`src/rtl/dsc_pkg.sv`:
```
// Constants, types and field layout for the converter's serial configuration port.
package dsc_pkg;

    localparam int DSC_AW = 5;
    localparam int DSC_DW = 8;
    localparam int DSC_NREG = 32;
    localparam int DSC_FIFO_DEPTH = 8;

    localparam logic [4:0] DSC_ADDR_SERIAL = 5'h00;
    localparam logic [4:0] DSC_ADDR_CLKDIV = 5'h03;
    localparam logic [4:0] DSC_ADDR_PLL = 5'h04;
    localparam logic [4:0] DSC_ADDR_I_FINE = 5'h05;
    localparam logic [4:0] DSC_ADDR_I_COARSE = 5'h06;
    localparam logic [4:0] DSC_ADDR_I_OFFH = 5'h07;
    localparam logic [4:0] DSC_ADDR_I_OFFL = 5'h08;
    localparam logic [4:0] DSC_ADDR_Q_FINE = 5'h09;
    localparam logic [4:0] DSC_ADDR_Q_COARSE = 5'h0a;
    localparam logic [4:0] DSC_ADDR_Q_OFFH = 5'h0b;
    localparam logic [4:0] DSC_ADDR_Q_OFFL = 5'h0c;

    localparam int DSC_BIT_BIDIR = 7;
    localparam int DSC_BIT_LSB = 6;
    localparam int DSC_BIT_PLL_EN = 7;
    localparam int DSC_BIT_CP_MAN = 6;
    localparam int DSC_BIT_OFF_DIR = 7;
    localparam int DSC_BIT_RW = 7;

    localparam logic [7:0] DSC_REG_RESET = 8'h00;
    localparam logic [2:0] DSC_LAST_BIT = 3'h7;

    // Writable bits per address; everything else stays zero.
    localparam logic [7:0] DSC_WMASK [DSC_NREG] = '{
        0: 8'hc0, 3: 8'h03, 4: 8'hc7, 5: 8'hff, 6: 8'h0f, 7: 8'hff, 8: 8'h83,
        9: 8'hff, 10: 8'h0f, 11: 8'hff, 12: 8'h83, default: 8'h00};

    // Serial clock limit expressed in core clock cycles per half period.
    localparam int DSC_SCLK_MAX_KHZ = 15000;
    localparam int DSC_CORE_KHZ = 200000;
    localparam int DSC_SCLK_HALF_CYC = (DSC_CORE_KHZ + 2 * DSC_SCLK_MAX_KHZ - 1)
        / (2 * DSC_SCLK_MAX_KHZ);

    typedef enum logic [1:0] {DSC_IDLE, DSC_INSTR, DSC_DATA} dsc_state_type;

    typedef struct packed {
        logic [4:0] addr;
        logic [7:0] data;
    } dsc_wr_type;

endpackage

```
`src/rtl/dsc_serial_config_port.sv`:
```
// Serial configuration port with its register file and write FIFO.
`timescale 1ns/100ps
`default_nettype none

// ****************************************************************
// Write FIFO
// ****************************************************************
module dsc_fifo #(
    parameter int WIDTH = 13,
    parameter int DEPTH = 8
) (
    // Clock and reset
    input wire logic core_clk,
    input wire logic rst_b,
    // Fill side
    input wire logic inValid,
    output logic inReady,
    input wire logic [WIDTH-1:0] inData,
    // Drain side
    output logic outValid,
    input wire logic outReady,
    output logic [WIDTH-1:0] outData
);
    localparam int PW = $clog2(DEPTH);
    logic [WIDTH-1:0] mem_reg [DEPTH];
    logic [PW-1:0] wrPtr_reg;
    logic [PW-1:0] rdPtr_reg;
    logic [PW:0] count_reg;
    wire logic doPush;
    wire logic doPop;

    assign inReady = (count_reg != (PW+1)'(DEPTH));
    assign outValid = (count_reg != '0);
    assign outData = mem_reg[rdPtr_reg];
    assign doPush = inValid && inReady;
    assign doPop = outValid && outReady;

    always_ff @(posedge core_clk or negedge rst_b)
    begin
        if (!rst_b)
        begin
            wrPtr_reg <= '0;
            rdPtr_reg <= '0;
            count_reg <= '0;
        end
        else
        begin
            if (doPush)
                wrPtr_reg <= (wrPtr_reg == PW'(DEPTH - 1)) ? '0 : wrPtr_reg + 1'b1;
            if (doPop)
                rdPtr_reg <= (rdPtr_reg == PW'(DEPTH - 1)) ? '0 : rdPtr_reg + 1'b1;
            count_reg <= count_reg + (PW+1)'(doPush) - (PW+1)'(doPop);
        end
    end

    always_ff @(posedge core_clk)
    begin
        if (doPush)
            mem_reg[wrPtr_reg] <= inData;
    end
endmodule // dsc_fifo

// ****************************************************************
// Serial port and configuration registers
// ****************************************************************
module dsc_serial_config_port #(
    parameter int FIFO_DEPTH = dsc_pkg::DSC_FIFO_DEPTH
) (
    // Clock and reset
    input wire logic core_clk,
    input wire logic rst_b,
    // Serial pins, sampled on core_clk
    input wire logic serialClk,
    input wire logic chipSelectN,
    input wire logic serialDataIn,
    output logic serialDataIoOut,
    output logic serialDataIoOeB,
    output logic serialDataOut,
    output logic serialDataOutOeB,
    // Clock and PLL configuration
    output logic [1:0] clkDivRatio,
    output logic pllEnable,
    output logic chargePumpManual,
    output logic [2:0] chargePumpCode,
    // Channel gain and offset
    output logic [7:0] iFineGain,
    output logic [3:0] iCoarseGain,
    output logic [9:0] iOffset,
    output logic iOffsetToB,
    output logic [7:0] qFineGain,
    output logic [3:0] qCoarseGain,
    output logic [9:0] qOffset,
    output logic qOffsetToB
);
    import dsc_pkg::*;

    logic [7:0] cfg_reg [DSC_NREG];
    dsc_state_type state_reg;
    logic sclkPrev_reg;
    logic csPrev_reg;
    logic [2:0] bitCnt_reg;
    logic [1:0] bytesLeft_reg;
    logic isRead_reg;
    logic [4:0] addr_reg;
    logic [7:0] rxShift_reg;
    logic [7:0] txShift_reg;
    logic outBit_reg;
    logic ioOeB_reg;
    logic outOeB_reg;
    logic [2:0] cpCode_reg;

    wire logic bidir;
    wire logic lsbFirst;
    wire logic csFall;
    wire logic sclkRise;
    wire logic sclkFall;
    wire logic byteDone;
    wire logic instrDone;
    wire logic dataDone;
    wire logic [7:0] rxNext;
    wire logic [4:0] addrStep;
    wire logic readLoad;
    wire logic [4:0] loadAddr;
    wire logic readPhase;
    wire logic [2:0] cpCodeNext;
    wire logic pushReady;
    wire logic wrValid;
    wire logic wrReady;
    wire dsc_wr_type pushWord;
    wire dsc_wr_type wrWord;

    assign bidir = cfg_reg[DSC_ADDR_SERIAL][DSC_BIT_BIDIR];
    assign lsbFirst = cfg_reg[DSC_ADDR_SERIAL][DSC_BIT_LSB];

    // ****************************************************************
    // Serial framing
    // ****************************************************************
    assign csFall = csPrev_reg && !chipSelectN;
    assign sclkRise = serialClk && !sclkPrev_reg && !chipSelectN && (state_reg != DSC_IDLE);
    assign sclkFall = !serialClk && sclkPrev_reg && !chipSelectN && (state_reg == DSC_DATA)
        && isRead_reg;
    // The instruction arrives in the same order as data.
    assign rxNext = lsbFirst ? {serialDataIn, rxShift_reg[7:1]}
        : {rxShift_reg[6:0], serialDataIn};
    assign byteDone = sclkRise && (bitCnt_reg == DSC_LAST_BIT);
    assign instrDone = byteDone && (state_reg == DSC_INSTR);
    assign dataDone = byteDone && (state_reg == DSC_DATA);
    // Five-bit arithmetic gives the 1Fh/00h wrap in both directions.
    assign addrStep = lsbFirst ? addr_reg + 5'h01 : addr_reg - 5'h01;
    assign readLoad = (instrDone && rxNext[DSC_BIT_RW])
        || (dataDone && isRead_reg && (bytesLeft_reg != 2'h0));
    assign loadAddr = instrDone ? rxNext[4:0] : addrStep;
    assign readPhase = !chipSelectN && (state_reg == DSC_DATA) && isRead_reg;
    assign pushWord = '{addr: addr_reg, data: rxNext};
    assign cpCodeNext = cfg_reg[DSC_ADDR_PLL][DSC_BIT_CP_MAN]
        ? cfg_reg[DSC_ADDR_PLL][2:0] : {1'b0, cfg_reg[DSC_ADDR_CLKDIV][1:0]};

    always_ff @(posedge core_clk or negedge rst_b)
    begin
        if (!rst_b)
        begin
            sclkPrev_reg <= 1'b0;
            csPrev_reg <= 1'b1;
        end
        else
        begin
            sclkPrev_reg <= serialClk;
            csPrev_reg <= chipSelectN;
        end
    end

    always_ff @(posedge core_clk or negedge rst_b)
    begin
        if (!rst_b)
        begin
            state_reg <= DSC_IDLE;
            bitCnt_reg <= 3'h0;
        end
        else if (chipSelectN)
            state_reg <= DSC_IDLE;
        else if (csFall)
        begin
            state_reg <= DSC_INSTR;
            bitCnt_reg <= 3'h0;
        end
        else if (sclkRise)
        begin
            bitCnt_reg <= bitCnt_reg + 3'h1;
            if (instrDone)
                state_reg <= DSC_DATA;
            else if (dataDone && (bytesLeft_reg == 2'h0))
                state_reg <= DSC_IDLE;
        end
    end

    always_ff @(posedge core_clk or negedge rst_b)
    begin
        if (!rst_b)
        begin
            rxShift_reg <= 8'h00;
            isRead_reg <= 1'b0;
            bytesLeft_reg <= 2'h0;
            addr_reg <= 5'h00;
        end
        else if (sclkRise)
        begin
            rxShift_reg <= rxNext;
            if (instrDone)
            begin
                isRead_reg <= rxNext[DSC_BIT_RW];
                bytesLeft_reg <= rxNext[6:5];
                addr_reg <= rxNext[4:0];
            end
            else if (dataDone)
            begin
                bytesLeft_reg <= bytesLeft_reg - 2'h1;
                addr_reg <= addrStep;
            end
        end
    end

    // ****************************************************************
    // Read data and pin drive
    // ****************************************************************
    always_ff @(posedge core_clk or negedge rst_b)
    begin
        if (!rst_b)
        begin
            txShift_reg <= 8'h00;
            outBit_reg <= 1'b0;
        end
        else if (readLoad)
            txShift_reg <= cfg_reg[loadAddr];
        else if (sclkFall)
        begin
            outBit_reg <= lsbFirst ? txShift_reg[0] : txShift_reg[7];
            txShift_reg <= lsbFirst ? {1'b0, txShift_reg[7:1]} : {txShift_reg[6:0], 1'b0};
        end
    end

    // Enables are active low: high means the pin floats.
    always_ff @(posedge core_clk or negedge rst_b)
    begin
        if (!rst_b)
        begin
            ioOeB_reg <= 1'b1;
            outOeB_reg <= 1'b1;
        end
        else
        begin
            ioOeB_reg <= !(readPhase && bidir);
            outOeB_reg <= !(readPhase && !bidir);
        end
    end

    assign serialDataIoOut = outBit_reg;
    assign serialDataIoOeB = ioOeB_reg;
    assign serialDataOut = outBit_reg;
    assign serialDataOutOeB = outOeB_reg;

    // ****************************************************************
    // Register write path
    // ****************************************************************
    // Bytes queue here so a read load never collides with a register write;
    // a byte that meets a full queue is dropped, which only a far too fast host causes.
    dsc_fifo #(
        .WIDTH($bits(dsc_wr_type)),
        .DEPTH(FIFO_DEPTH)
    ) u_wr_fifo (
        .core_clk(core_clk),
        .rst_b(rst_b),
        .inValid(dataDone && !isRead_reg),
        .inReady(pushReady),
        .inData(pushWord),
        .outValid(wrValid),
        .outReady(wrReady),
        .outData(wrWord)
    );
    assign wrReady = !readLoad;

    always_ff @(posedge core_clk or negedge rst_b)
    begin
        if (!rst_b)
        begin
            for (int i = 0; i < DSC_NREG; i++)
                cfg_reg[i] <= DSC_REG_RESET;
            cpCode_reg <= 3'h0;
        end
        else
        begin
            if (wrValid && wrReady)
                cfg_reg[wrWord.addr] <= wrWord.data & DSC_WMASK[wrWord.addr];
            cpCode_reg <= cpCodeNext;
        end
    end

    assign clkDivRatio = cfg_reg[DSC_ADDR_CLKDIV][1:0];
    assign pllEnable = cfg_reg[DSC_ADDR_PLL][DSC_BIT_PLL_EN];
    assign chargePumpManual = cfg_reg[DSC_ADDR_PLL][DSC_BIT_CP_MAN];
    assign chargePumpCode = cpCode_reg;
    assign iFineGain = cfg_reg[DSC_ADDR_I_FINE];
    assign qFineGain = cfg_reg[DSC_ADDR_Q_FINE];
    assign iCoarseGain = cfg_reg[DSC_ADDR_I_COARSE][3:0];
    assign qCoarseGain = cfg_reg[DSC_ADDR_Q_COARSE][3:0];
    assign iOffset = {cfg_reg[DSC_ADDR_I_OFFH], cfg_reg[DSC_ADDR_I_OFFL][1:0]};
    assign qOffset = {cfg_reg[DSC_ADDR_Q_OFFH], cfg_reg[DSC_ADDR_Q_OFFL][1:0]};
    assign iOffsetToB = cfg_reg[DSC_ADDR_I_OFFL][DSC_BIT_OFF_DIR];
    assign qOffsetToB = cfg_reg[DSC_ADDR_Q_OFFL][DSC_BIT_OFF_DIR];

    // ****************************************************************
    // Assertions
    // ****************************************************************
    property p_instr_addr;
        @(posedge core_clk) disable iff (!rst_b)
        instrDone |=> (state_reg == DSC_DATA) && (addr_reg == $past(rxNext[4:0]));
    endproperty
    a_instr_addr: assert property (p_instr_addr) else $error("Bad start address.");

    property p_count;
        @(posedge core_clk) disable iff (!rst_b)
        instrDone |=> bytesLeft_reg == $past(rxNext[6:5]);
    endproperty
    a_count: assert property (p_count) else $error("Bad byte count.");

    property p_dir;
        @(posedge core_clk) disable iff (!rst_b)
        instrDone |=> isRead_reg == $past(rxNext[7]);
    endproperty
    a_dir: assert property (p_dir) else $error("Bad direction.");

    property p_restart;
        @(posedge core_clk) disable iff (!rst_b)
        csFall |=> (state_reg == DSC_INSTR) && (bitCnt_reg == 3'h0);
    endproperty
    a_restart: assert property (p_restart) else $error("No restart.");

    property p_float;
        @(posedge core_clk) disable iff (!rst_b)
        chipSelectN [*2] |-> serialDataIoOeB && serialDataOutOeB;
    endproperty
    a_float: assert property (p_float) else $error("Pin driven while deselected.");

    property p_sdo_quiet;
        @(posedge core_clk) disable iff (!rst_b)
        bidir && $past(bidir) |-> serialDataOutOeB;
    endproperty
    a_sdo_quiet: assert property (p_sdo_quiet) else $error("Output pin driven.");

    property p_msb_step;
        @(posedge core_clk) disable iff (!rst_b)
        dataDone && !lsbFirst |=> addr_reg == $past(addr_reg) - 5'h01;
    endproperty
    a_msb_step: assert property (p_msb_step) else $error("Bad address step.");

    property p_write;
        @(posedge core_clk) disable iff (!rst_b)
        wrValid && wrReady |=> cfg_reg[$past(wrWord.addr)]
            == ($past(wrWord.data) & DSC_WMASK[$past(wrWord.addr)]);
    endproperty
    a_write: assert property (p_write) else $error("Write lost.");

    property p_write_soon;
        @(posedge core_clk) disable iff (!rst_b)
        dataDone && !isRead_reg && pushReady |-> ##[1:3] (wrValid && wrReady);
    endproperty
    a_write_soon: assert property (p_write_soon) else $error("Write late.");

    property p_reserved;
        @(posedge core_clk) disable iff (!rst_b)
        (cfg_reg[DSC_ADDR_I_OFFL] & ~DSC_WMASK[DSC_ADDR_I_OFFL]) == 8'h00;
    endproperty
    a_reserved: assert property (p_reserved) else $error("Reserved bit set.");

    c_read: cover property (@(posedge core_clk) disable iff (!rst_b) readLoad ##[1:300] readLoad);
    c_write: cover property (@(posedge core_clk) disable iff (!rst_b) wrValid && wrReady);
    c_abort: cover property (@(posedge core_clk) disable iff (!rst_b)
        (state_reg == DSC_DATA) ##1 chipSelectN);
    c_lsb: cover property (@(posedge core_clk) disable iff (!rst_b) lsbFirst && dataDone);
endmodule // dsc_serial_config_port

`default_nettype wire

```
`config.mk`:
```
export PLATFORM = sky130hd
export DESIGN_NAME = dsc_serial_config_port
export DESIGN_NICKNAME = d
export VERILOG_FILES = /design/src/rtl/dsc_pkg.sv /design/src/rtl/dsc_serial_config_port.sv
export SDC_FILE = /design/constraint.sdc
export NUM_CORES = 1
export LEC_CHECK = 0
export ABC_AREA = 1
export BUFFER_PORTS_ARGS = -buffer_cell sky130_fd_sc_hd__buf_2
export CORE_MARGIN = 2
export CORE_UTILIZATION = 50
export CTS_CLUSTER_SIZE = 14
export DETAILED_ROUTE_END_ITERATION = 6
export GPL_TIMING_DRIVEN = 0
export PLACE_DENSITY = 0.66
export SETUP_SLACK_MARGIN = 0.15
export SLEW_MARGIN = 40
export SYNTH_ARGS = -nofsm -noshare
export SYNTH_HDL_FRONTEND = slang
export SYNTH_SLANG_ARGS = --single-unit
```
`constraint.sdc`:
```
create_clock -name core_clk -period 9.6 [get_ports core_clk]
set_input_delay 1.92 -clock core_clk [delete_from_list [all_inputs] [get_ports core_clk]]
set_output_delay 1.92 -clock core_clk [all_outputs]
set_load 0.1 [all_outputs]
```
* After elaboration in Yosys (flattened, before gate mapping)
Memories as Yosys holds them, arrays and structs flattened. Index checks and enable logic that the tools add are counted.
Word-level totals: logic and storage cells 149, memories kept 2, memory bits (read-only) 256, output and inout port bits 57, bits in writable memories 104, input port bits 5, flip-flop bits (word level) 303
Memories:
- (name not given) | words 32, bits a word 8, read ports 1, clocked after memory_dff 0, wr ports 0, RTL line dsc_serial_config_port.sv:292 | cfg_reg[wrWord.addr] <= wrWord.data & DSC_WMASK[wrWord.addr];
- u_wr_fifo.mem_reg | words 8, bits a word 13, read ports 1, clocked after memory_dff 0, wr ports 1, RTL line dsc_serial_config_port.sv:25 | logic [WIDTH-1:0] mem_reg [DEPTH];
Operators by class: bitwise logic cells 5, reductions and logical operators 46, equal/unequal tests 6, add/subtract/negate cells 8, mux-type cells 31, magnitude comparators 3
Operators by type and width (count):
- bitwise mux 256 bit | 1
- two-way mux 8 bit | 9
- binary-select mux 8 bit (select 5 bit) | 1
- demux 8 bit (select 5 bit) | 1
- logical AND 1 bit | 23
- two-way mux 5 bit | 4
- two-way mux 3 bit | 5
- two-way mux 2 bit | 7
- greater-or-equal comparator 6 bit, second input constant | 2
- inverter 5 -> 6 bit | 2
- AND reduction 2 bit | 5
- nonzero test 2 bit | 5
- adder 3 x 1 -> 3 bit, second input constant | 3
- == test 3 bit, second input constant | 3
- bitwise AND 8 bit | 1
- logical NOT 1 bit | 8
- nonzero test 4 bit | 2
- < comparator 6 x 1 -> 1 bit, second input constant | 1
- adder 5 x 1 -> 5 bit, second input constant | 1
- subtractor 5 x 1 -> 5 bit, second input constant | 1
- adder 4 x 1 -> 4 bit | 1
- inequality test 4 bit, second input constant | 1
- subtractor 4 x 1 -> 4 bit | 1
- two-way mux 1 bit | 3
- 7 further kinds | 8

* Longest topological paths before layout
depth after elaboration 12, mapped depth 17, gate-level depth less buffers 16

* Hierarchy
From an unflattened synthesis, not the netlist that was laid out.
Unflattened totals: cell total of the unflattened synthesis 2264, area total of the unflattened synthesis 18988.2 um^2
Modules (own cells, without submodules):
- dsc_serial_config_port | area each 13792.0 um^2, instances 1, cells an instance 1743, sequential area each 7335.8 um^2
- dsc_fifo | area each 5196.2 um^2, instances 1, cells an instance 521, sequential area each 3373.2 um^2

* Worst setup path after synthesis
Ideal clock, no wire load.
kind input -> register, start input chipSelectN, end memory u_wr_fifo.mem_reg[0][0], enable pin, path slack 5115 ps, buffers on the path 0, required time 9200 ps, data arrival time 4085 ps, setup time 400 ps, stages 8, path through inv_1 > nand3_2 > nor4_1 > inv_1 > nor3_2 > inv_1 > or2_1 > nor3_1
On the way: word-level cells in the longest chain between the ends 9
RTL lines:
- from (decl) | RTL line dsc_serial_config_port.sv:74 | input wire logic chipSelectN,
- logical NOT 1 bit | RTL line dsc_serial_config_port.sv:139 | assign sclkRise = serialClk && !sclkPrev_reg && !chipSelectN && (state_reg != DSC_IDLE);
- logical AND 1 bit (2 in a row) | RTL line dsc_serial_config_port.sv:139
- logical AND 1 bit | RTL line dsc_serial_config_port.sv:145 | assign byteDone = sclkRise && (bitCnt_reg == DSC_LAST_BIT);
- logical AND 1 bit | RTL line dsc_serial_config_port.sv:147 | assign dataDone = byteDone && (state_reg == DSC_DATA);
- logical AND 1 bit | RTL line dsc_serial_config_port.sv:272 | .inValid(dataDone && !isRead_reg),
- logical AND 1 bit | RTL line dsc_serial_config_port.sv:35 | assign doPush = inValid && inReady;
- named net u_wr_fifo.doPush | RTL line dsc_serial_config_port.sv:29 | wire logic doPush;
- two-way mux 1 bit | RTL line dsc_serial_config_port.sv:58 | if (doPush)
- two-way mux 1 bit (implied by the code) | RTL line dsc_serial_config_port.sv:59 | mem_reg[wrPtr_reg] <= inData;
- to (decl) | RTL line dsc_serial_config_port.sv:25
The timed path passes the listed nets, and every way through them passes these cells.

* Worst setup path after layout
start input serialDataIn, end register txShift_reg[4]
On the way: word-level cells in the longest chain between the ends 7, elaborated cells between the ends (all ways) 10, those cells by class 6 x mux; 1 x bitwise; 3 x reduce/logical
RTL lines:
- from (decl) | RTL line dsc_serial_config_port.sv:75 | input wire logic serialDataIn,
- two-way mux 8 bit | RTL line dsc_serial_config_port.sv:143 | assign rxNext = lsbFirst ? {serialDataIn, rxShift_reg[7:1]}
- named net rxNext[0] | RTL line dsc_serial_config_port.sv:120 | wire logic [7:0] rxNext;
- two-way mux 5 bit | RTL line dsc_serial_config_port.sv:152 | assign loadAddr = instrDone ? rxNext[4:0] : addrStep;
- inverter 5 -> 6 bit (implied by the code) | RTL line dsc_serial_config_port.sv:233 | txShift_reg <= cfg_reg[loadAddr];
- binary-select mux 8 bit (select 5 bit) | RTL line dsc_serial_config_port.sv:233
- two-way mux 8 bit (implied by the code) (2 in a row) | RTL line dsc_serial_config_port.sv:233
- two-way mux 8 bit | RTL line dsc_serial_config_port.sv:232 | else if (readLoad)
- to (signal assigned) | RTL line dsc_serial_config_port.sv:233
- to (signal assigned) | RTL line dsc_serial_config_port.sv:237 | txShift_reg <= lsbFirst ? {1'b0, txShift_reg[7:1]} : {txShift_reg[6:0], 1'b0};
- to (decl) | RTL line dsc_serial_config_port.sv:106 | logic [7:0] txShift_reg;
The timed path passes the listed nets, and every way through them passes these cells. The select of a mux whose other input is x is not followed. A chain may end at the register's enable or synchronous reset.

==> results.toml <==
[power]
p_sw_frac = 0.445
clkPwrFrac = 0.248
p_comb_frac = 0.432
p_int_mw = 4.03
p_sw_mw = 3.24
seq_power_share = 0.321
power_leakage_nw = 10.7
powerDensity_mw_per_mm2 = 335
peakVddDrop_uv = 202
p_total_mw = 7.27

[run]
drv_cap = 0

[setup_path]
critPathKind = "in2reg"
crit_path_frequent_cell = "nand3_1"
worstPathArrival_ns = 4.79
path_buf_inv = 4
slowest_delay_ns = 0.49
cpLargestDelayFamily = "simple AND/OR/NAND/NOR gates"
start_kind = "input pin"
crit_chain = "buf_2 > inv_1 > o21ai_2 > nand4_1 > nand2_1 > buf_2 > buf_2 > nand2_1 > nand3_1 > nand3_1 > nand3_1 > nand3_1 > nand3_1 > nand2_1"
critPathSlowestCell = "nand4_1"
crit_path_end_kind = "flip-flop"
crit_required_ns = 10.06
cp_max_fo = 10

[synthesis]
netlist_instances = 2198
yosysWarnings = 0
syn_area_sq_mm = 0.0189
synth-seq-area-share = 0.567
synth.net_count = 2221
ys.flop_type = "dfrtp_1"
synthArstFlopShare = 0.744
yosys.cell_types.count = 48
synth-edff-count = 104
ys_seq_elements = 407
avgSynthCellArea_sq_um = 8.60

[detailed_routing]
ant_nets = 0
wl_um = 50800
drt-pass1-iter-count = 6
route.vias.total = 14900
vias_per_cell = 5.18
wl_per_cell_um = 17.7
drc = 0
dr.first_iter.drc_count = 1374

[clock_network]
clk_path_buf_depth = 3
cts_resized = 0
postCtsSetupBuffers = 0
clock_sinks = 407
clk_pin_slew_ns = 0.06
tritoncts = "done"
root_buffer = "clkbuf_16"
cts_buffers = 44
clock_latency_ns = 0.58
htreeDepth = 2
hold_buffers = 0

[timing]
clock.fmax_ghz = 0.231
skew_ns = 0.0249
drv_slew = 0
fin_tns_setup_ns = 0
setup_viol = 0
relSlewSlack = 0.454
layout_min_cycle_time_ns = 4.32
rsz0062_at_grt = "no"
finalHoldViolCount = 0
whs_ns = 0.395
worst_slew_pin_slew_ns = 0.814
period_share = 0.450

[final_layout]
area.growth.synth_to_final_pct = 14.7
layout_commonest_cell = "nand2_1"
layout_common_cells = "465 x nand2_1, 395 x inv_1, 307 x nand3_1"
drive_gt1_frac = 0.131
nFillCells = 3366
nNetsFinal = 2348
num_antenna_cells = 0
largest_reg_flops = 205

[floorplan]
start_util = 0.504
num_io_pins = 62
fp.coreArea_sq_mm = 0.0375
rows = 71
die_h_um = 198
fp.dieW_um = 198
die_area_sq_mm = 0.0394

[placement]
port_buffers = 61
hpwl_um = 37000
gp_congestion = 0.954

[grt]
track_usage = 0.268
grt_max_degree = 76
grt_pass1_vias = 14300
grt_pass1_wl_um = 79800
grt_overflow = 0
antenna_found_initial = 0

[run_status]
status = "complete, no violations"

[worst_hold_path]
min_path_type = "reg2reg"
power by group through the flow:
| stage | clock network [mW] | registers (mW) | logic, mW |
|---|---|---|---|
| 2_1_floorplan | 0 | 2.37 | 2.20 |
| 3_3_place_gp | 0 | 2.35 | 3.04 |
| 3_5_place_dp | 0 | 2.36 | 3.09 |
| 4_1_cts | 1.82 | 2.33 | 3.11 |
| 5_1_grt | 1.89 | 2.36 | 3.40 |
| 6_report | 1.80 | 2.33 | 3.14 |
final cells by class:
type	count	area (sq um)	area share
buffer	125	726	0.0335
clock buffer	63	1260	0.0582
multi-input combinational	1250	5960	0.275
sequential	407	10700	0.494
tap	511	639	0.0295
clock inverter	16	284	0.0131
timing repair buffer	81	533	0.0246
inverter	416	1560	0.0722
final timing paths:
kind | startpoint | endpoint | slack (ns) | cells after the start
worst max-delay path | serialDataIn | txShift_reg[4]$_DFFE_PN0P_ | 5.28 | 14
worst min-delay path | bidir$_DFFE_PN0P_ | serialDataIoOeB$_DFF_PN1_ | 0.40 | 1
worst max register to register | cfg_reg[254]$_DFFE_PN0P_ | txShift_reg[4]$_DFFE_PN0P_ | 5.95 | 15
worst min register to register | bidir$_DFFE_PN0P_ | serialDataIoOeB$_DFF_PN1_ | 0.40 | 1
max in group asynchronous | rst_b | chargePumpCode[0]$_DFF_PN0_ | 7.34 | 3
min in group asynchronous | rst_b | iOffset[0]$_DFFE_PN0P_ | 1.24 | 1
metrics by stage:
step | setup WS, ns | cell area [sq um] | std cells | util
after global routing | 5.09 | 21700 | 2869 | 0.578
after global placement | 0.858 | 19800 | 2770 | 0.529
after floorplan | 5.12 | 18900 | 2198 | -
final | 5.28 | 21700 | 2869 | 0.578
after detailed placement | 4.46 | 20100 | 2790 | 0.537
after CTS | 5.06 | 21700 | 2869 | 0.578
cell families after synthesis:
| group | count (synthesis) | share of synthesized area |
|---|---|---|
| fa+ha+maj | 18 | 0.0127 |
| mux | 2 | 0.00106 |
| xor+xnor | 6 | 0.00278 |
| flops | 407 | 0.567 |
| simple gates | 1037 | 0.240 |
| compound gates | 187 | 0.0562 |
| buf+inv | 541 | 0.121 |
cells in the mapped netlist, drive strengths merged (11+ instances only):
cell,count,area share
o22ai,15,0.0050
a21oi,14,0.0037
edfxtp,104,0.17
nand3b,13,0.0052
nor2,222,0.049
clkbuf,32,0.0064
inv,414,0.082
nand3,310,0.083
nand2,474,0.096
buf,93,0.032
dfrtp,300,0.40
ha,16,0.011
o21ai,145,0.042
nor3,11,0.0034
per-layer routing:
layer  up-vias  GRT usage  wire (um)
met4         0     0.0860       1460
met5         -          0          0
met3       102     0.0410       3770
met2       527      0.421      23100
li1       7108          -          -
met1      7123      0.385      22400
(Power assumes the default switching activity.)
